## src/verilog/tw_pkg.sv

```systemverilog
// shared constants and types of the two-wire channel
package tw_pkg;
	// divider layout and clock period overhead
	localparam int DIV_HIGH_MSB = 15;
	localparam int DIV_HIGH_LSB = 8;
	localparam int DIV_LOW_MSB  = 7;
	localparam int DIV_LOW_LSB  = 0;
	localparam int SCL_OVERHEAD = 2;
	// suggested divider settings for software
	localparam logic [15:0] DIV_STD_100K  = 16'hCFCF;
	localparam logic [15:0] DIV_FAST_400K = 16'h283C;
	// reset values and the idle byte sent on an empty slave holding
	localparam logic [7:0] BYTE_RESET  = 8'h00;
	localparam logic [2:0] COUNT_RESET = 3'h0;
	localparam logic [7:0] IDLE_BYTE   = 8'hFF;
	// master status bit positions
	localparam int MST_BUSY      = 0;
	localparam int MST_TX_REQ    = 1;
	localparam int MST_RX_READY  = 2;
	localparam int MST_NACK_ADDR = 3;
	localparam int MST_NACK_DATA = 4;
	localparam int MST_ARB_LOST  = 5;
	localparam int MST_DONE      = 6;
	localparam int MST_BC_WAIT   = 7;
	// slave status bit positions
	localparam int SST_BUSY     = 0;
	localparam int SST_TX_REQ   = 1;
	localparam int SST_RX_READY = 2;
	localparam int SST_DIR_READ = 3;
	localparam int SST_GC_HIT   = 4;
	localparam int SST_STOP     = 5;
	localparam int SST_UNDERRUN = 6;
	localparam int SST_OVERRUN  = 7;
	// master and slave sequencer states
	typedef enum logic [2:0] {
		M_IDLE  = 3'h0,
		M_START = 3'h1,
		M_SEND  = 3'h3,
		M_SACK  = 3'h2,
		M_RECV  = 3'h6,
		M_RACK  = 3'h7,
		M_STOP  = 3'h5,
		M_WAIT  = 3'h4
	} tw_mstate_t;
	typedef enum logic [2:0] {
		S_IDLE = 3'h0,
		S_ADDR = 3'h1,
		S_AACK = 3'h3,
		S_RX   = 3'h2,
		S_RACK = 3'h6,
		S_TX   = 3'h7,
		S_TACK = 3'h5
	} tw_sstate_t;
	// byte kinds sent by the master
	typedef enum logic [1:0] {
		K_BCAST = 2'h0,
		K_ADDR  = 2'h1,
		K_DATA  = 2'h3
	} tw_kind_t;
endpackage

```

## src/verilog/tw_channel.sv

```systemverilog
// two-wire channel with hardware master and full slave
`timescale 1ns/10ps
//Contract
//(RULE1) channel has master and full slave
//(RULE2) no repeated start; stop ends transfer
//(RULE3) clock and data driven open drain
//(RULE4) slave answers four programmable addresses
//(RULE5) software changes ids only when idle
//(RULE6) start on idle bus, address, data, stop
//(RULE7) master or slave, never both
//(RULE8) divider covers 100 kHz and 400 kHz
//(RULE9) period is (2+high)+(2+low) core cycles
//(RULE10) divider upper byte high, lower low
//(RULE11) software picks divider values for speed
//(RULE12) seven upper address bits must match
//(RULE13) stored id bit zero ignored
//(RULE14) read count is bytes minus one
//(RULE15) empty transmit holding sends target address
//(RULE16) broadcast byte goes first, bypasses queue
//(RULE17) after broadcast wait for next write
//(RULE18) general call id recognised by slave
//(RULE19) separate status, receive, transmit per side
//(RULE20) master and slave own interrupt lines
//(RULE21) master nacks last read byte
module tw_channel
	import tw_pkg::*;
(
	// clock and reset
	input  wire logic        mclk_i,
	input  wire logic        reset_n_i,
	// bus pins
	input  wire logic        scl_in_i,
	output logic             scl_out_o,
	output logic             scl_oe_o,
	input  wire logic        sda_in_i,
	output logic             sda_out_o,
	output logic             sda_oe_o,
	// master control
	input  wire logic        master_enable_i,
	input  wire logic [15:0] bus_clock_divider_i,
	input  wire logic [2:0]  master_read_count_i,
	input  wire logic [7:0]  master_target_address_i,
	input  wire logic        master_target_address_wr_i,
	input  wire logic [7:0]  broadcast_lead_byte_i,
	input  wire logic        broadcast_lead_byte_wr_i,
	input  wire logic [7:0]  master_transmit_holding_i,
	input  wire logic        master_transmit_wr_i,
	input  wire logic        master_receive_rd_i,
	input  wire logic        master_status_clear_i,
	// master results
	output logic [7:0]       master_receive_holding_o,
	output logic [7:0]       master_status_flags_o,
	output logic             master_irq_o,
	// slave control
	input  wire logic        slave_enable_i,
	input  wire logic [7:0]  slave_match_address_a_i,
	input  wire logic [7:0]  slave_match_address_b_i,
	input  wire logic [7:0]  slave_match_address_c_i,
	input  wire logic [7:0]  slave_match_address_d_i,
	input  wire logic [7:0]  general_call_match_id_i,
	input  wire logic [7:0]  slave_transmit_holding_i,
	input  wire logic        slave_transmit_wr_i,
	input  wire logic        slave_receive_rd_i,
	input  wire logic        slave_status_clear_i,
	// slave results
	output logic [7:0]       slave_receive_holding_o,
	output logic [7:0]       slave_status_flags_o,
	output logic             slave_irq_o
);
	tw_mstate_t  m_state;
	tw_sstate_t  s_state;
	tw_kind_t    m_kind;
	logic [1:0]  scl_sy;
	logic [1:0]  sda_sy;
	logic        scl_q;
	logic        sda_q;
	logic        scl_s;
	logic        sda_s;
	logic        bus_busy;
	logic        m_scl_low;
	logic        m_fall;
	logic        m_hi_end;
	logic        m_run;
	logic        m_sda_low;
	logic        m_stop_next;
	logic        m_read;
	logic        m_pend;
	logic        en_q;
	logic [2:0]  m_bit;
	logic [2:0]  m_rcnt;
	logic [7:0]  m_sh;
	logic [7:0]  mtx;
	logic        mtx_valid;
	logic [7:0]  bcast;
	logic        bcast_valid;
	logic        adr_new;
	logic [7:0]  m_flags;
	logic        s_sda_low;
	logic [3:0]  s_bit;
	logic [7:0]  s_sh;
	logic [7:0]  stx;
	logic        stx_valid;
	logic        s_dir_rd;
	logic        s_nacked;
	logic [7:0]  s_flags;
	logic        s_match;
	logic        s_gc;
	logic        start_seen;
	logic        stop_seen;
	logic        scl_rise;
	logic        scl_fall;
	logic        m_active;

	// pin synchronisers; first stage feeds only the second
	always_ff @(posedge mclk_i or negedge reset_n_i)
	begin
		if (!reset_n_i)
		begin
			scl_sy <= 2'h3;
			sda_sy <= 2'h3;
			scl_q  <= 1'b1;
			sda_q  <= 1'b1;
		end
		else
		begin
			scl_sy <= {scl_sy[0], scl_in_i};
			sda_sy <= {sda_sy[0], sda_in_i};
			scl_q  <= scl_sy[1];
			sda_q  <= sda_sy[1];
		end
	end

	assign scl_s      = scl_sy[1];
	assign sda_s      = sda_sy[1];
	assign start_seen = scl_s & scl_q & sda_q & ~sda_s;
	assign stop_seen  = scl_s & scl_q & ~sda_q & sda_s;
	assign scl_rise   = scl_s & ~scl_q;
	assign scl_fall   = ~scl_s & scl_q;
	assign m_active   = (m_state != M_IDLE);

	// bus ownership tracked from start and stop
	always_ff @(posedge mclk_i or negedge reset_n_i)
	begin
		if (!reset_n_i)
			bus_busy <= 1'b0;
		else if (start_seen)
			bus_busy <= 1'b1;
		else if (stop_seen)
			bus_busy <= 1'b0;
	end

	// (RULE9) clock run stops once stop is placed
	assign m_run = m_active && !(m_state == M_STOP && m_hi_end);

	// (RULE8) (RULE10) upper byte high count
	tw_sclgen #(
		.CW(8)
	) u_sclgen (
		.mclk_i       (mclk_i),
		.reset_n_i    (reset_n_i),
		.run_i        (m_run),
		.hold_i       (m_state == M_WAIT),
		.high_count_i (bus_clock_divider_i[DIV_HIGH_MSB:DIV_HIGH_LSB]),
		.low_count_i  (bus_clock_divider_i[DIV_LOW_MSB:DIV_LOW_LSB]),
		.scl_low_o    (m_scl_low),
		.fall_o       (m_fall),
		.hi_end_o     (m_hi_end)
	);

	// (RULE4) four ids plus general call
	tw_addr_match u_match (
		.addr_byte_i (s_sh),
		.id_a_i      (slave_match_address_a_i),
		.id_b_i      (slave_match_address_b_i),
		.id_c_i      (slave_match_address_c_i),
		.id_d_i      (slave_match_address_d_i),
		.gc_id_i     (general_call_match_id_i),
		.match_o     (s_match),
		.gc_o        (s_gc)
	);

	// software-written holding bytes; consumption wins only without a write
	always_ff @(posedge mclk_i or negedge reset_n_i)
	begin
		if (!reset_n_i)
		begin
			mtx <= BYTE_RESET;
			mtx_valid <= 1'b0;
			bcast <= BYTE_RESET;
			bcast_valid <= 1'b0;
			adr_new <= 1'b0;
			en_q <= 1'b0;
			m_pend <= 1'b0;
		end
		else
		begin
			en_q <= master_enable_i;
			if (master_transmit_wr_i)
			begin
				mtx <= master_transmit_holding_i;
				mtx_valid <= 1'b1;
			end
			else if (m_fall && m_sh == mtx && m_kind != K_BCAST && m_bit == 3'h0
				&& m_state == M_SEND && mtx_valid)
				mtx_valid <= 1'b0;
			// (RULE16) broadcast byte bypasses the queue
			if (broadcast_lead_byte_wr_i)
			begin
				bcast <= broadcast_lead_byte_i;
				bcast_valid <= 1'b1;
			end
			else if (m_state == M_START || m_state == M_WAIT)
				bcast_valid <= 1'b0;
			if (master_target_address_wr_i)
				adr_new <= 1'b1;
			else if (m_state == M_WAIT || m_state == M_START)
				adr_new <= 1'b0;
			if (master_enable_i && !en_q)
				m_pend <= 1'b1;
			else if (m_state == M_START || !master_enable_i)
				m_pend <= 1'b0;
		end
	end

	// (RULE1) master half of the channel
	always_ff @(posedge mclk_i or negedge reset_n_i)
	begin
		if (!reset_n_i)
		begin
			m_state <= M_IDLE;
			m_kind <= K_ADDR;
			m_sda_low <= 1'b0;
			m_stop_next <= 1'b0;
			m_read <= 1'b0;
			m_bit <= 3'h0;
			m_rcnt <= COUNT_RESET;
			m_sh <= BYTE_RESET;
			master_receive_holding_o <= BYTE_RESET;
			m_flags <= '0;
		end
		else
		begin
			// sticky flags: a new event beats the clear
			if (master_status_clear_i)
				m_flags[MST_DONE:MST_NACK_ADDR] <= '0;
			if (master_receive_rd_i)
				m_flags[MST_RX_READY] <= 1'b0;
			case (m_state)
				M_IDLE:
				begin
					m_stop_next <= 1'b0;
					// (RULE7) no start while slave is addressed
					if (m_pend && !bus_busy && scl_s && sda_s
						&& s_state == S_IDLE)
					begin
						// (RULE6) start on an idle bus
						m_state <= M_START;
						m_sda_low <= 1'b1;
						m_rcnt <= master_read_count_i;
						if (bcast_valid)
						begin
							m_sh <= bcast;
							m_kind <= K_BCAST;
						end
						// (RULE15) address when holding is empty
						else
						begin
							m_sh <= mtx_valid ? mtx : master_target_address_i;
							m_read <= mtx_valid ? mtx[0]
								: master_target_address_i[0];
							m_kind <= K_ADDR;
						end
					end
				end
				M_START:
					if (m_fall)
					begin
						m_state <= M_SEND;
						m_bit <= 3'h0;
						m_sda_low <= ~m_sh[7];
					end
				M_SEND:
					// (RULE3) released one read back low
					if (m_hi_end && !m_sda_low && !sda_s)
					begin
						m_state <= M_IDLE;
						m_sda_low <= 1'b0;
						m_flags[MST_ARB_LOST] <= 1'b1;
					end
					else if (m_fall)
						if (m_bit == 3'h7)
						begin
							m_state <= M_SACK;
							m_sda_low <= 1'b0;
						end
						else
						begin
							m_bit <= m_bit + 3'h1;
							m_sh <= {m_sh[6:0], 1'b0};
							m_sda_low <= ~m_sh[6];
						end
				M_SACK:
					if (m_hi_end && sda_s)
					begin
						m_stop_next <= 1'b1;
						if (m_kind == K_DATA)
							m_flags[MST_NACK_DATA] <= 1'b1;
						else
							m_flags[MST_NACK_ADDR] <= 1'b1;
					end
					else if (m_fall)
					begin
						m_bit <= 3'h0;
						if (m_stop_next)
						begin
							m_state <= M_STOP;
							m_sda_low <= 1'b1;
						end
						// (RULE17) hold clock low after broadcast
						else if (m_kind == K_BCAST)
							m_state <= M_WAIT;
						else if (m_read)
							m_state <= M_RECV;
						else if (mtx_valid)
						begin
							m_state <= M_SEND;
							m_kind <= K_DATA;
							m_sh <= mtx;
							m_sda_low <= ~mtx[7];
						end
						// (RULE2) always a stop, never a restart
						else
						begin
							m_state <= M_STOP;
							m_sda_low <= 1'b1;
						end
					end
				M_WAIT:
					if (bcast_valid || adr_new)
					begin
						m_state <= M_SEND;
						m_kind <= bcast_valid ? K_BCAST : K_ADDR;
						m_sh <= bcast_valid ? bcast : master_target_address_i;
						m_read <= master_target_address_i[0];
						m_sda_low <= bcast_valid ? ~bcast[7]
							: ~master_target_address_i[7];
					end
				M_RECV:
				begin
					if (m_hi_end)
						m_sh <= {m_sh[6:0], sda_s};
					if (m_fall)
						if (m_bit == 3'h7)
						begin
							// (RULE21) last byte left without ack
							m_state <= M_RACK;
							m_sda_low <= (m_rcnt != 3'h0);
							master_receive_holding_o <= m_sh;
							m_flags[MST_RX_READY] <= 1'b1;
						end
						else
							m_bit <= m_bit + 3'h1;
				end
				M_RACK:
					if (m_fall)
					begin
						m_bit <= 3'h0;
						// (RULE14) count plus one bytes read
						if (m_rcnt == 3'h0)
						begin
							m_state <= M_STOP;
							m_sda_low <= 1'b1;
						end
						else
						begin
							m_state <= M_RECV;
							m_rcnt <= m_rcnt - 3'h1;
							m_sda_low <= 1'b0;
						end
					end
				M_STOP:
					if (m_hi_end)
					begin
						m_state <= M_IDLE;
						m_sda_low <= 1'b0;
						m_flags[MST_DONE] <= 1'b1;
					end
				default:
				begin
					m_state <= M_IDLE;
					m_sda_low <= 1'b0;
				end
			endcase
		end
	end

	// slave sequencer; idle whenever the master owns the channel
	always_ff @(posedge mclk_i or negedge reset_n_i)
	begin
		if (!reset_n_i)
		begin
			s_state <= S_IDLE;
			s_sda_low <= 1'b0;
			s_bit <= 4'h0;
			s_sh <= BYTE_RESET;
			s_dir_rd <= 1'b0;
			s_nacked <= 1'b0;
			stx <= BYTE_RESET;
			stx_valid <= 1'b0;
			slave_receive_holding_o <= BYTE_RESET;
			s_flags <= '0;
		end
		else
		begin
			if (slave_status_clear_i)
				s_flags[SST_OVERRUN:SST_GC_HIT] <= '0;
			if (slave_receive_rd_i)
				s_flags[SST_RX_READY] <= 1'b0;
			if (slave_transmit_wr_i)
			begin
				stx <= slave_transmit_holding_i;
				stx_valid <= 1'b1;
			end
			if (scl_rise)
				s_bit <= s_bit + 4'h1;
			// (RULE7) slave off while master is active
			if (!slave_enable_i || m_active)
			begin
				s_state <= S_IDLE;
				s_sda_low <= 1'b0;
			end
			else if (start_seen)
			begin
				s_state <= S_ADDR;
				s_bit <= 4'h0;
				s_sda_low <= 1'b0;
			end
			else if (stop_seen)
			begin
				if (s_state != S_IDLE && s_state != S_ADDR)
					s_flags[SST_STOP] <= 1'b1;
				s_state <= S_IDLE;
				s_sda_low <= 1'b0;
			end
			else
				case (s_state)
					S_IDLE:
						s_sda_low <= 1'b0;
					S_ADDR, S_RX:
					begin
						if (scl_rise)
							s_sh <= {s_sh[6:0], sda_s};
						if (scl_fall && s_bit == 4'h8)
						begin
							s_bit <= 4'h0;
							if (s_state == S_RX)
							begin
								s_state <= S_RACK;
								s_sda_low <= 1'b1;
								slave_receive_holding_o <= s_sh;
								s_flags[SST_RX_READY] <= 1'b1;
								if (s_flags[SST_RX_READY] && !slave_receive_rd_i)
									s_flags[SST_OVERRUN] <= 1'b1;
							end
							// (RULE18) general call id also answered
							else if (s_match)
							begin
								s_state <= S_AACK;
								s_sda_low <= 1'b1;
								s_dir_rd <= s_sh[0];
								if (s_gc)
									s_flags[SST_GC_HIT] <= 1'b1;
							end
							else
								s_state <= S_IDLE;
						end
					end
					S_AACK, S_RACK, S_TACK:
					begin
						if (scl_rise && s_state == S_TACK)
							s_nacked <= sda_s;
						if (scl_fall)
						begin
							s_bit <= 4'h0;
							if (s_state == S_TACK && s_nacked)
							begin
								s_state <= S_IDLE;
								s_sda_low <= 1'b0;
							end
							else if (s_state == S_RACK
								|| (s_state == S_AACK && !s_dir_rd))
							begin
								s_state <= S_RX;
								s_sda_low <= 1'b0;
							end
							else
							begin
								// empty holding sends an idle byte
								s_state <= S_TX;
								s_sh <= stx_valid ? stx : IDLE_BYTE;
								s_sda_low <= stx_valid ? ~stx[7] : 1'b0;
								if (!stx_valid)
									s_flags[SST_UNDERRUN] <= 1'b1;
								if (!slave_transmit_wr_i)
									stx_valid <= 1'b0;
							end
						end
					end
					S_TX:
						if (scl_fall)
							if (s_bit == 4'h8)
							begin
								s_state <= S_TACK;
								s_sda_low <= 1'b0;
							end
							else
							begin
								s_sh <= {s_sh[6:0], 1'b0};
								s_sda_low <= ~s_sh[6];
							end
					default:
					begin
						s_state <= S_IDLE;
						s_sda_low <= 1'b0;
					end
				endcase
		end
	end

	// (RULE3) pins only ever pulled low
	always_ff @(posedge mclk_i or negedge reset_n_i)
	begin
		if (!reset_n_i)
		begin
			scl_out_o <= 1'b0;
			sda_out_o <= 1'b0;
			scl_oe_o <= 1'b0;
			sda_oe_o <= 1'b0;
		end
		else
		begin
			scl_out_o <= 1'b0;
			sda_out_o <= 1'b0;
			scl_oe_o <= m_scl_low;
			sda_oe_o <= m_sda_low | s_sda_low;
		end
	end

	// (RULE19) separate status per side
	always_ff @(posedge mclk_i or negedge reset_n_i)
	begin
		if (!reset_n_i)
		begin
			master_status_flags_o <= '0;
			slave_status_flags_o <= '0;
			master_irq_o <= 1'b0;
			slave_irq_o <= 1'b0;
		end
		else
		begin
			master_status_flags_o <= {m_state == M_WAIT,
				m_flags[MST_DONE:MST_RX_READY], ~mtx_valid, m_active};
			slave_status_flags_o <= {s_flags[SST_OVERRUN:SST_GC_HIT],
				s_dir_rd, s_flags[SST_RX_READY], ~stx_valid,
				s_state != S_IDLE && s_state != S_ADDR};
			// (RULE20) one interrupt line per side
			master_irq_o <= |m_flags[MST_DONE:MST_RX_READY]
				| (m_state == M_WAIT);
			slave_irq_o <= |s_flags[SST_OVERRUN:SST_GC_HIT]
				| s_flags[SST_RX_READY];
		end
	end
endmodule

```

## src/verilog/tw_sclgen.sv

```systemverilog
// master serial clock generator with high and low counts
`timescale 1ns/10ps
module tw_sclgen
	import tw_pkg::*;
#(
	parameter int CW = 8
)(
	// clock and reset
	input  wire logic          mclk_i,
	input  wire logic          reset_n_i,
	// control
	input  wire logic          run_i,
	input  wire logic          hold_i,
	input  wire logic [CW-1:0] high_count_i,
	input  wire logic [CW-1:0] low_count_i,
	// clock state and phase pulses
	output logic               scl_low_o,
	output logic               fall_o,
	output logic               hi_end_o
);
	logic [CW:0] cnt;
	logic [CW:0] hi_last;
	logic [CW:0] lo_last;

	// (RULE9) phases of two plus count
	assign hi_last = (CW+1)'(high_count_i) + (CW+1)'(SCL_OVERHEAD - 1);
	assign lo_last = (CW+1)'(low_count_i) + (CW+1)'(SCL_OVERHEAD - 1);

	always_ff @(posedge mclk_i or negedge reset_n_i)
	begin
		if (!reset_n_i)
		begin
			scl_low_o <= 1'b0;
			fall_o    <= 1'b0;
			hi_end_o  <= 1'b0;
			cnt       <= '0;
		end
		else
		begin
			fall_o   <= 1'b0;
			hi_end_o <= 1'b0;
			if (!run_i)
			begin
				scl_low_o <= 1'b0;
				cnt       <= '0;
			end
			else if (!scl_low_o)
			begin
				// pulse marks the last high cycle
				if (cnt == hi_last - (CW+1)'(1) || hi_last == '0)
					hi_end_o <= (cnt != hi_last);
				if (cnt == hi_last)
				begin
					scl_low_o <= 1'b1;
					fall_o    <= 1'b1;
					cnt       <= '0;
				end
				else
					cnt <= cnt + (CW+1)'(1);
			end
			// hold stretches the low phase while waiting
			else if (!hold_i)
			begin
				if (cnt == lo_last)
				begin
					scl_low_o <= 1'b0;
					cnt       <= '0;
				end
				else
					cnt <= cnt + (CW+1)'(1);
			end
		end
	end
endmodule

```

## src/verilog/tw_addr_match.sv

```systemverilog
// slave address compare against four ids and general call
`timescale 1ns/10ps
module tw_addr_match
	import tw_pkg::*;
(
	// received byte and stored ids
	input  wire logic [7:0] addr_byte_i,
	input  wire logic [7:0] id_a_i,
	input  wire logic [7:0] id_b_i,
	input  wire logic [7:0] id_c_i,
	input  wire logic [7:0] id_d_i,
	input  wire logic [7:0] gc_id_i,
	// results
	output logic            match_o,
	output logic            gc_o
);
	// (RULE13) direction bit left out
	function automatic logic same7(input logic [7:0] a, input logic [7:0] b);
		return a[7:1] == b[7:1];
	endfunction

	// (RULE12) any of four ids or the general call id
	assign gc_o    = same7(addr_byte_i, gc_id_i);
	assign match_o = same7(addr_byte_i, id_a_i) | same7(addr_byte_i, id_b_i)
		| same7(addr_byte_i, id_c_i) | same7(addr_byte_i, id_d_i) | gc_o;
endmodule

```

## config.mk

```make
export PLATFORM = sky130hd
export DESIGN_NAME = tw_channel
export DESIGN_NICKNAME = d
export VERILOG_FILES = /design/src/verilog/tw_pkg.sv /design/src/verilog/tw_channel.sv /design/src/verilog/tw_sclgen.sv /design/src/verilog/tw_addr_match.sv
export SDC_FILE = /design/constraint.sdc
export NUM_CORES = 1
export LEC_CHECK = 0
export ABC_AREA = 1
export BUFFER_PORTS_ARGS = -buffer_cell sky130_fd_sc_hd__buf_2
export CAP_MARGIN = 20
export CORE_ASPECT_RATIO = 0.8
export CORE_UTILIZATION = 61
export CTS_CLUSTER_DIAMETER = 100
export CTS_CLUSTER_SIZE = 24
export DETAILED_ROUTE_END_ITERATION = 6
export HOLD_SLACK_MARGIN = 0.08
export PLACE_DENSITY = 0.89
export SYNTH_ARGS = -nofsm -noshare
export SYNTH_HDL_FRONTEND = slang
export SYNTH_SLANG_ARGS = --single-unit
```

## constraint.sdc

```tcl
create_clock -name mclk_i -period 3.95 [get_ports mclk_i]
set_input_delay 1.185 -clock mclk_i [delete_from_list [all_inputs] [get_ports mclk_i]]
set_output_delay 1.185 -clock mclk_i [all_outputs]
set_load 0.03 [all_outputs]
```

# Word-level counts from Yosys, hierarchy flattened
# Index checks and enable logic that the tools add are counted.
# op_classes
addsub	7
n_eq_ne	64
n_mux	194
bitwise	31
reduce_logical	78
# op_table
cell	count
$mux W8	22
$mux W3	34
$mux W1	98
$mux W9	5
$mux W4	10
$pmux W8 S5	1
$ne A2 B2 Y1 const B	19
$eq A7 B7 Y1	5
$eq A9 B9 Y1	3
$mux W2	13
$eq A3 B3 Y1 const B	8
$pmux W3 S4	2
$pmux W3 S8	1
$pmux W8 S3	1
$logic_and A1 B1 Y1	21
$ne A5 B5 Y1 const B	4
$add A8 B1 Y9 const B	2
$reduce_bool A2 Y1	9
$not A1 Y1	17
$reduce_bool A3 Y1	5
$ne A2 B1 Y1 const B	7
$reduce_and A13 Y1	1
$eq A3 B2 Y1 const B	4
$logic_not A3 Y1	4
42 further kinds	78
# totals
reg_bits	135
out_inout_bits	38

# Logic depth before layout (Yosys ltp)
# Gate-level depths: netlist (run 1).
# depth
ltp_word	12
mapped_depth	14
depth_no_buf	14

# By module
# A second synthesis (run 1) with hierarchy kept.
# unflattened
hier_cells	1162
hier_area_um2	8434.3
# modules_own_cells
mod	instances	cells_per_inst	area_per_inst_um2	seq_area_each_um2
tw_channel	1	757	6222.2	3086.7
tw_sclgen	1	278	1590.3	300.3
tw_addr_match	1	127	621.8	0.0

# Worst setup path before layout (run 1)
# No wires, ideal clock.
# synth_path
path_type	input to register
start	input port bus_clock_divider_i[8]
end	register u_sclgen.cnt[0]
setup_ns	0.119
arrival_ns	2.460
required_ns	3.831
path_slack_ns	1.371
path_stages	12
path_buffers	0
path_cell_list	ha_1 -> inv_1 -> nor2_2 -> nand3_1 -> nand2_1 -> nand2_1 -> inv_1 -> nand3_1 -> nor2_1 -> nand4_2 -> nand3_1 -> nand2_1
# synth_between
elab_chain_cells	5
# synth_rtl
item	line_no	text
from (decl)	tw_channel.sv:40	input wire logic [15:0] bus_clock_divider_i,
$add A8 B1 Y9	tw_sclgen.sv:26	assign hi_last = (CW+1)'(high_count_i) + (CW+1)'(SCL_OVERHEAD - 1);
$eq A9 B9 Y1	tw_sclgen.sv:52	if (cnt == hi_last)
$mux W9	tw_sclgen.sv:52	
$mux W9	tw_sclgen.sv:47	else if (!scl_low_o)
$mux W9	tw_sclgen.sv:42	if (!run_i)
to (signal assigned)	tw_sclgen.sv:59	cnt <= cnt + (CW+1)'(1);
to (signal assigned)	tw_sclgen.sv:70	cnt <= cnt + (CW+1)'(1);
to (decl)	tw_sclgen.sv:21	logic [CW:0] cnt;
# No other way between the ends.
# A chain may end at the register's enable or synchronous reset.

# Worst setup path in the final report (run 1)
# layout_path
start	input port bus_clock_divider_i[8]
end	register u_sclgen.cnt[2]
# Same word-level chain as after synthesis.

==> qor.yml, run 1 <==
synthesis:
  synth_cell_type_count: 55
  yosysTopAreaCellShare: 0.403
  synth-async-reset-ratio: 1.00
  synth_area_leader_cell: "dfrtp_1"
  ys_ff_latch: 135
  synthAdderAreaFrac: 0.0173
  synthCells: 1069
  syn-cell-area_mm2: 0.00795
  synth-simple-area-share: 0.288
  yosys_warnings: 0
  synth-main-ff-cell: "dfrtp_1"
  synth_top_family_by_area: "simple AND/OR/NAND/NOR gates"
  synth.yosys.seq_area_share: 0.426
  muxShareOfSynthArea: 0.0126
  syn_area_per_cell_um2: 7.44
  synth.top_cells.by_area: "dfrtp_1, nand2_1, inv_1"
  synth-edff-count: 0
  synth_compound_area_frac: 0.123
  synthXorXnorAreaFrac: 0.0473
timing:
  slew_headroom: 0.362
  finalSetupViolCount: 0
  timing.final.crit_share: 0.681
  report.final.slew_viol_count: 0
  max_freq_mhz: 372
  period_minus_slack_ns: 2.69
  fin_worst_skew_ns: 0.00998
  tns_ns: 0
  tightest_slew_ns: 0.949
  finalHoldViolCount: 0
  rsz0062_at_grt: "false"
  worst_slack_ns: 1.26
global_routing:
  antenna_found_initial: 1
  first_global_vias: 7159
  gr-total-overflow: 0
  grt_pass1_wl_um: 33900
  grtUsageTotal: 0.320
  grt_max_degree: 62
setup_path:
  cp_cell_sequence: "buf_2, ha_1, inv_1, nor2_2, nand3_1, nand2_1, nand2_1, inv_1, nand3_1, nor2_1, nand4_2, nand3_1, nand2_1"
  criticalPathCategory: "in2reg"
  rr_startpoint: "mtx_valid$_DFFE_PN0P_"
  cp_max_fo: 9
  start_kind: "input port"
  critPathRequiredTime_ns: 4.26
  endpoint_kind: "flip-flop"
  arrival_ns: 3.00
  crit_family: "simple AND/OR/NAND/NOR gates"
  cp.buffers_inverters: 3
  crit_slowest_cell: "ha_1"
  slowest_delay_ns: 0.29
  crit_start: "bus_clock_divider_i[8]"
placed_design:
  dp_hpwl_um: 14700
  place_area_mm2: 0.00874
  place.gp.congestion: 0.959
  dp_slack_ns: 0.845
  portBuffers: 135
cts:
  cts_tree: "done"
  clock_path_buffers: 2
  root_buffer: "clkbuf_16"
  cts_resized: 0
  clock_latency_ns: 0.43
  cts.sinks: 135
  numCtsBuffers: 17
  postCtsSetupRepairBufs: 0
  clkTransAtPathRegs_ns: 0.06
  htreeDepth: 4
  hold_buffers: 0
layout:
  syn2layout_area_growth_pct: 17.7
  fin_nets: 1315
  stdcell_area_mm2: 0.00936
  drive_above_1_share: 0.191
  multiInputGateArea_mm2: 0.00389
  final_core_util: 0.753
  fillCellCount: 943
  regArea_mm2: 0.00339
detailed_routing:
  via_count: 7611
  postRouteAntennaNets: 0
  drc: 0
  routedWlPerCell_um: 14.6
  drt-initial-drc-count: 740
  drt-total-wl_um: 20200
  vias_per_cell: 5.50
  drt_pass1_iterations: 5
power:
  p_comb_frac: 0.320
  seq_power_share: 0.353
  p_leak_nw: 4.88
  power_density_mw_per_mm2: 537
  switchingPower_w: 0.00189
  clockPowerShare: 0.327
  p_int_w: 0.00314
  p_sw_frac: 0.376
  ir_drop_mv: 0.401
outcome:
  status: "finished, final reports clean"
floorplan:
  initial_core_util: 0.640
  die-height_um: 104
  die_w_um: 130
  io_pins: 143
  core-area_mm2: 0.0124
  rows: 36
  dieArea_mm2: 0.0135
hold_path:
  min_from: "sda_sy[0]$_DFF_PN1_"
  hold_class: "reg2reg"
flow_run:
  drv_cap: 0
## flip-flops by register name (all words and copies together), names as in the netlist, 8 cells and up
| signal | count |
|---|---|
| stx | 8 |
| slave_status_flags_o | 8 |
| slave_receive_holding_o | 8 |
| master_status_flags_o | 8 |
| u_sclgen.cnt | 9 |
| master_receive_holding_o | 8 |
| s_sh | 8 |
| mtx | 8 |
| m_sh | 8 |
| bcast | 8 |
## final timing paths
check | end | slack, ns | depth (start not counted)
worst max-delay path | u_sclgen.cnt[2]$_DFFE_PN0P_ | 1.26 | 13
worst min-delay path | sda_sy[1]$_DFF_PN1_ | 0.36 | 0
max in group asynchronous | scl_q$_DFF_PN1_ | 2.39 | 2
worst min register to register | sda_sy[1]$_DFF_PN1_ | 0.36 | 0
min in group asynchronous | s_flags[5]$_DFF_PN0_ | 0.73 | 1
worst max register to register | m_sh[3]$_DFFE_PN0P_ | 1.71 | 5
## through the flow
step | hold WS, ns | power, W | std cells
final | 0.355 | 0.00503 | 1384
after global routing | 0.360 | 0.00532 | 1384
after CTS | 0.356 | 0.00500 | 1383
after detailed placement | 0.347 | 0.00333 | 1351
after global placement | 0.347 | 0.00329 | 1351
after floorplan | 0.345 | 0.00295 | 1070
## kinds of logic (layout without fill, tap and decap cells)
| logic type | count (synthesis) | after routing |
|---|---|---|
| simple gates | 528 | 528 |
| compound gates | 172 | 172 |
| buf+inv | 170 | 312 |
| flops | 135 | 135 |
| xor+xnor | 43 | 43 |
| fa+ha+maj | 11 | 11 |
| mux | 9 | 9 |
| other cells | 1 | 3 |
## worst reg2reg max path: cells and delay by family (launching register included)
family                 cells  cell delay (ns)
AO/OA/AOI/OAI              2             0.34
buffers and inverters      1             0.30
flip-flops                 1             0.54
AND/OR/NAND/NOR            2             0.93
## per-layer routing
layer	global-route usage	share of wire
met1	0.461	0.44
met2	0.497	0.46
met3	0.0520	0.078
met4	0.0914	0.020
met5	0	0
## placed cells by master (no fill, tap or decap), types with 3 or more instances in the layout
cell / count
xnor2_1: 18
nand2_2: 3
clkinv_4: 4
inv_6: 4
nor3_4: 4
buf_2: 134
nand3_1: 61
mux2_2: 8
nor4_1: 4
dfrtp_1: 128
a31oi_1: 4
dfstp_2: 7
xor2_1: 25
o21ai_1: 25
o211ai_1: 6
inv_1: 125
nand2_1: 310
ha_1: 11
a21oi_1: 31
o2111ai_1: 4
inv_2: 16
nor3_1: 17
clkbuf_16: 17
a22oi_1: 3
nor3b_1: 3
nand4_1: 10
nor2_1: 94
bufinv_16: 3
o22ai_1: 6
o21ai_0: 74
nor3_2: 3
nor2_2: 9
## Yosys cell counts, types with 7 or more instances
library cell	count
nand2_1	310
dfrtp_1	128
inv_1	125
nor2_1	94
o21ai_0	74
nand3_1	61
a21oi_1	31
o21ai_1	25
xor2_1	25
xnor2_1	18
nor3_1	17
clkbuf_1	16
inv_2	16
ha_1	11
nand4_1	10
nor2_2	9
mux2_2	8
dfstp_2	7
## power groups by stage
stage / combinational, W / sequential (W) / clock, W
CTS: 0.00158 / 0.00177 / 0.00165
detailed placement: 0.00155 / 0.00179 / 0
finish: 0.00161 / 0.00177 / 0.00164
floorplan: 0.00122 / 0.00173 / 0
global placement: 0.00151 / 0.00178 / 0
global route: 0.00180 / 0.00180 / 0.00172
## area by class of cell
| class | instances | share of cell area |
|---|---|---|
| Antenna cell | 1 | 0.000267 |
| Clock buffer | 17 | 0.0455 |
| Clock inverter | 15 | 0.0205 |
| Inverter | 143 | 0.0574 |
| Multi-Input combinational cell | 765 | 0.416 |
| Sequential cell | 135 | 0.362 |
| Tap cell | 171 | 0.0229 |
| Timing Repair Buffer | 137 | 0.0758 |
Note: power is estimated with default switching activity, not from simulation.
==> run 2: changes to the inputs <==
Settings changed: CORE_UTILIZATION 61 to 57, PLACE_DENSITY 0.89 to 0.84.
Clock period 3.95 ns to 2.6 ns, I/O delays scaled along.
==> qor.yml, run 2 (synthesis results as in run 1) <==
outcome:
  status: "finished, final reports clean"
setup_path:
  crit_family: "simple AND/OR/NAND/NOR gates"
  endpoint_kind: "flip-flop"
  arrival_ns: 2.43  # -0.57 ns
  cp_common_cell: "nand2_1"
  critPathRequiredTime_ns: 2.91  # -1.35 ns
  slowest_delay_ns: 0.26  # -0.03 ns
  criticalPathCategory: "in2reg"
  start_kind: "input port"
  cp_max_fo: 9  # unchanged
  cp_cell_sequence: "buf_2, ha_1, nand3_1, nor2_1, xor2_1, inv_1, nand2_1, nand2_1, nor2_1, nand4_2, nand3_1, nand2_1"
  crit_slowest_cell: "nand4_2"
  cp.buffers_inverters: 2  # -1
detailed_routing:
  routedWlPerCell_um: 14.0  # -4.3%
  drc: 0  # unchanged
  drt-total-wl_um: 19600  # -3.4%
  drt-initial-drc-count: 590  # -20%
  postRouteAntennaNets: 0  # unchanged
  via_count: 7439  # -2.3%
  drt_pass1_iterations: 6  # +1
  vias_per_cell: 5.32  # -3.2%
global_routing:
  first_global_vias: 6801  # -5.0%
  grtUsageTotal: 0.287  # -0.0331
  grt_pass1_wl_um: 32300  # -5.0%
  grt_max_degree: 76  # +23%
  gr-total-overflow: 0  # unchanged
  antenna_found_initial: 0  # -1
timing:
  max_freq_mhz: 472
  fin_worst_skew_ns: 0.00802  # -0.00197 ns
  finalSetupViolCount: 0  # unchanged
  period_minus_slack_ns: 2.12
  tns_ns: 0  # unchanged
  hold_slack_ns: 0.332  # -0.0231 ns
  worst_slack_ns: 0.482  # -0.779 ns
  tightest_slew_ns: 0.615  # -0.334 ns
  report.final.slew_viol_count: 0  # unchanged
  rsz0062_at_grt: "false"
  timing.final.crit_share: 0.815
  slew_headroom: 0.588  # +0.226
  finalHoldViolCount: 0  # unchanged
cts:
  numCtsBuffers: 17  # unchanged
  clkTransAtPathRegs_ns: 0.06  # about the same
  clock_latency_ns: 0.43  # about the same
  cts.sinks: 135  # unchanged
  hold_buffers: 0  # unchanged
  clock_path_buffers: 2  # unchanged
  htreeDepth: 4  # unchanged
  root_buffer: "clkbuf_16"
  postCtsSetupRepairBufs: 0  # unchanged
  cts_resized: 0  # unchanged
  cts_tree: "done"
placed_design:
  dp_slack_ns: 0.0434  # -0.802 ns
  dp_hpwl_um: 14800  # +1.2%
  portBuffers: 135  # unchanged
  place.gp.congestion: 0.932  # -2.8%
power:
  p_leak_nw: 4.88  # about the same
  power_density_mw_per_mm2: 785  # +46%
  power_w: 0.00733  # +46%
  ir_drop_mv: 0.687  # +71%
floorplan:
  core-area_mm2: 0.0136  # +9.4%
  rows: 38  # +5.6%
  die_w_um: 134  # +3.4%
  io_pins: 143  # unchanged
  die-height_um: 108  # +3.4%
  dieArea_mm2: 0.0144  # +6.9%
  initial_core_util: 0.585  # -0.0549
layout:
  n_antenna_cell: 0  # -1
  syn2layout_area_growth_pct: 17.4
  fin_nets: 1320  # +0.38%
  largest_reg_flops: 9  # unchanged
  drive_above_1_share: 0.194  # +0.00250
  regMostFlops: "u_sclgen.cnt"
  mostFrequentLayoutCells: "nand2_1, buf_2, dfrtp_1"
  final_common_cell: "nand2_1"
  fillCellCount: 1185  # +26%
hold_path:
  hold_class: "in2async"
flow_run:
  drv_cap: 0  # unchanged
==> run 2: changes by cell type in the layout (fill, tap and decap cells not counted), sizes merged <==
cell / before / now
buf: 137 / 142
clkinv: 7 / 11
inv: 146 / 142
bufinv: 3 / 1
clkbuf: 17 / 18
clkinvlp: 2 / 3
diode: 1 / 0
==> run 2: routing by layer <==
metal / part of all wire / global-route usage / vias to the layer above
met2: 0.46 / 0.453 / 290
met3: 0.067 / 0.0546 / 32
met4: 0.019 / 0.0931 / 0
met1: 0.46 / 0.399 / 3393
met5: 0 / 0 / -
li1: - / - / 3724
==> run 2: stage by stage <==
| step | cells | utilization | cell area, µm² |
|---|---|---|---|
| 2_1_floorplan | 1070 | - | 7960 |
| 3_3_place_gp | 1365 | 0.647 | 8800 |
| 3_5_place_dp | 1365 | 0.647 | 8800 |
| 4_1_cts | 1397 | 0.687 | 9340 |
| 5_1_grt | 1397 | 0.687 | 9340 |
| 6_report | 1397 | 0.687 | 9340 |
==> run 2: power by group <==
group          switching [W]  internal [W]  leakage [nW]  total (W)
clock network       0.000913       0.00130         0.265    0.00221
logic                0.00157      0.000860          2.91    0.00243
registers           0.000289       0.00240          1.70    0.00269
total                0.00277       0.00456          4.88    0.00733
==> run 2: path summary, 6_finish.rpt <==
kind / start / end / slack [ns] / depth (start not counted)
worst max-delay path: bus_clock_divider_i[0] / u_sclgen.cnt[5]$_DFFE_PN0P_ / 0.48 / 12
worst min-delay path: reset_n_i / s_dir_rd$_DFFE_PN0P_ / 0.33 / 2
worst max register to register: m_state[0]$_DFFE_PN0P_ / m_sh[2]$_DFFE_PN0P_ / 0.50 / 9
worst min register to register: scl_sy[0]$_DFF_PN1_ / scl_sy[1]$_DFF_PN1_ / 0.35 / 0
max in group asynchronous: reset_n_i / sda_sy[0]$_DFF_PN1_ / 1.89 / 2
min in group mclk_i: scl_sy[0]$_DFF_PN1_ / scl_sy[1]$_DFF_PN1_ / 0.35 / 0
==> run 2: final cells by class <==
class / count / area, µm² / area share
timing repair buffer: 142 / 759 / 0.0813
multi-input combinational: 765 / 3890 / 0.417
sequential: 135 / 3390 / 0.363
inverter: 143 / 537 / 0.0575
clock buffer: 18 / 429 / 0.0459
clock inverter: 14 / 110 / 0.0118
tap: 180 / 225 / 0.0241
==> run 2: worst reg2reg max path, delay by kind of cell, from the launching register on <==
family	cells	cell delay, ns
AOI/OAI and AO/OA	3	0.72
buffers and inverters	2	0.27
DFF	1	0.48
and+or+nand+nor	4	0.53
==> run 3: changes to the inputs <==
Clock period 2.6 ns to 2 ns, I/O delays scaled along.
==> qor.yml, run 3 (synthesis results as in run 1) <==
cts:
  numCtsBuffers: 17  # unchanged
  cts_tree: "done"
  root_buffer: "clkbuf_16"
  cts.sinks: 135  # unchanged
  clkTransAtPathRegs_ns: 0.06  # about the same
  htreeDepth: 4  # unchanged
  clock_path_buffers: 2  # unchanged
  clock_latency_ns: 0.42  # about the same
timing:
  report.final.slew_viol_count: 0  # unchanged
  worst_slack_ns: 0.102  # -0.380 ns
  finalSetupViolCount: 0  # unchanged
  finalHoldViolCount: 0  # unchanged
  period_minus_slack_ns: 1.90
  max_freq_mhz: 527
  timing.final.crit_share: 0.949
  rsz0062_at_grt: "true"
  fin_worst_skew_ns: 0.00689  # -0.00113 ns
layout:
  drive_above_1_share: 0.235  # +0.0414
  fin_nets: 1361  # +3.1%
  largest_reg_flops: 9  # unchanged
  final_common_cell: "nand2_1"
  syn2layout_area_growth_pct: 24.7
  mostFrequentLayoutCells: "nand2_1, buf_2, inv_1"
  layoutNonFillerInstCount: 1439  # +3.0%
  regMostFlops: "u_sclgen.cnt"
flow_run:
  drv_cap: 0  # unchanged
detailed_routing:
  drt-total-wl_um: 21200  # +8.2%
  via_count: 7794  # +4.8%
  drt-initial-drc-count: 677  # +15%
  routedWlPerCell_um: 14.7  # +5.0%
  vias_per_cell: 5.42  # +1.7%
  drc: 0  # unchanged
  postRouteAntennaNets: 0  # unchanged
  drt_pass1_iterations: 5  # -1
global_routing:
  grtUsageTotal: 0.303  # +0.0166
  grtUsageMet2: 0.491  # +0.0389
  use_met3: 0.0621  # +0.00753
  grt_max_degree: 70  # -7.9%
  grt_pass1_wl_um: 34200  # +6.1%
  grtUsageMet1: 0.415  # +0.0158
  gr-max-usage-layer: "met2"
  antenna_found_initial: 1  # +1
  gr-total-overflow: 0  # unchanged
  first_global_vias: 7220  # +6.2%
outcome:
  status: "finished, final reports clean"
placed_design:
  place.gp.congestion: 0.987  # +5.9%
  dpl.cell_count: 1398  # +2.4%
  dp_hpwl_um: 15500  # +4.6%
  dp_slack_ns: -0.367  # -0.410 ns
  portBuffers: 135  # unchanged
floorplan:
  rows: 38  # unchanged
  initial_core_util: 0.585  # unchanged
  die_w_um: 134  # unchanged
  io_pins: 143  # unchanged
  dieArea_mm2: 0.0144  # unchanged
  die-height_um: 108  # unchanged
  core-area_mm2: 0.0136  # unchanged
setup_path:
  critPathRequiredTime_ns: 2.29  # -0.62 ns
  arrival_ns: 2.19  # -0.24 ns
  slowest_delay_ns: 0.46  # +0.20 ns
  criticalPathCategory: "reg2reg"
  cp_max_fo: 16  # +7
  cp_cell_sequence: "nor2_4, nand2_2, nor2_2, inv_1, a211oi_2, nand2_4, nor2_1, a21oi_1"
  crit_slowest_cell: "dfrtp_2"
  endpoint_kind: "flip-flop"
  start_kind: "flip-flop"
hold_path:
  hold_class: "in2reg"
power:
  power_density_mw_per_mm2: 1060  # +36%
  p_leak_nw: 5.14  # +5.2%
  ir_drop_mv: 0.723  # +5.2%
## run 3: cell types whose count changed in the layout (fill, tap and decap cells not counted), moves of 3 or more
cell and delta:
nor2_1 -7, nand4_4 +3, dfrtp_2 +4, clkinv_2 -7, nor2_4 +3, dfrtp_1 -4
nor2_2 +4, buf_4 +37, bufinv_16 +4
## run 3: path summary, 6_finish.rpt
path / startpoint / end / slack (ns) / cells past startpoint
max reg2reg: m_state[1]$_DFFE_PN0P_ / s_sh[7]$_DFFE_PN0P_ / 0.10 / 8
min: sda_in_i / sda_sy[0]$_DFF_PN1_ / 0.28 / 1
min reg2reg: sda_sy[0]$_DFF_PN1_ / sda_sy[1]$_DFF_PN1_ / 0.36 / 0
max in group asynchronous: reset_n_i / m_kind[0]$_DFFE_PN1P_ / 0.82 / 3
max: m_state[1]$_DFFE_PN0P_ / s_sh[7]$_DFFE_PN0P_ / 0.10 / 8
min in group asynchronous: reset_n_i / slave_status_flags_o[3]$_DFF_PN0_ / 0.56 / 2
## run 3: area by class of cell
type                    count  area (µm²)
fillers                  1040        3680
clock buffers              18         439
well taps                 180         225
clock inverters            14         220
flip-flops and latches    135        3390
multi-input cells         766        4020
diodes                      1        2.50
repair buffers            182        1090
inverters                 143         537
## run 3: report_power, final
group,switching [W],internal [W]
logic,0.00225,0.00132
clock network,0.00123,0.00225
registers,0.000358,0.00313
## run 3: worst max-delay path, delay by kind of cell (launching register included)
| family | cells | cell delay, ns |
|---|---|---|
| buffers and inverters | 1 | 0.12 |
| DFF | 1 | 0.46 |
| and+or+nand+nor | 5 | 0.85 |
| AOI/OAI and AO/OA | 2 | 0.35 |
## run 3: layer usage
layer,routed length (µm),up-vias,part of all wire
met2,9830,319,0.46
met1,9470,3640,0.45
met3,1480,38,0.070
met4,398,0,0.019
li1,-,3797,-
met5,0,-,0
## run 3: through the flow
stage	setup TNS [ns]	hold slack (ns)	power [W]	instance area (µm²)	utilization
after floorplan	0	0.304	0.00582	7960	-
after global placement	-2.76	0.347	0.00667	9060	0.666
after detailed placement	-3.89	0.349	0.00679	9060	0.666
final	0	0.276	0.0105	9920	0.729
after CTS	0	0.268	0.0104	9750	0.717
after global routing	-0.162	0.260	0.0111	9920	0.729
## run 3: timing repair
action                                  in CTS  in global routing
buffers inserted                             1                  5
pin swaps                                    1                  5
endpoints found under the setup margin       6                 46
resized for setup                            0                 27
hold endpoints to repair                    10                  0
hold buffers                                 1                  0
gates cloned                                 0                  1
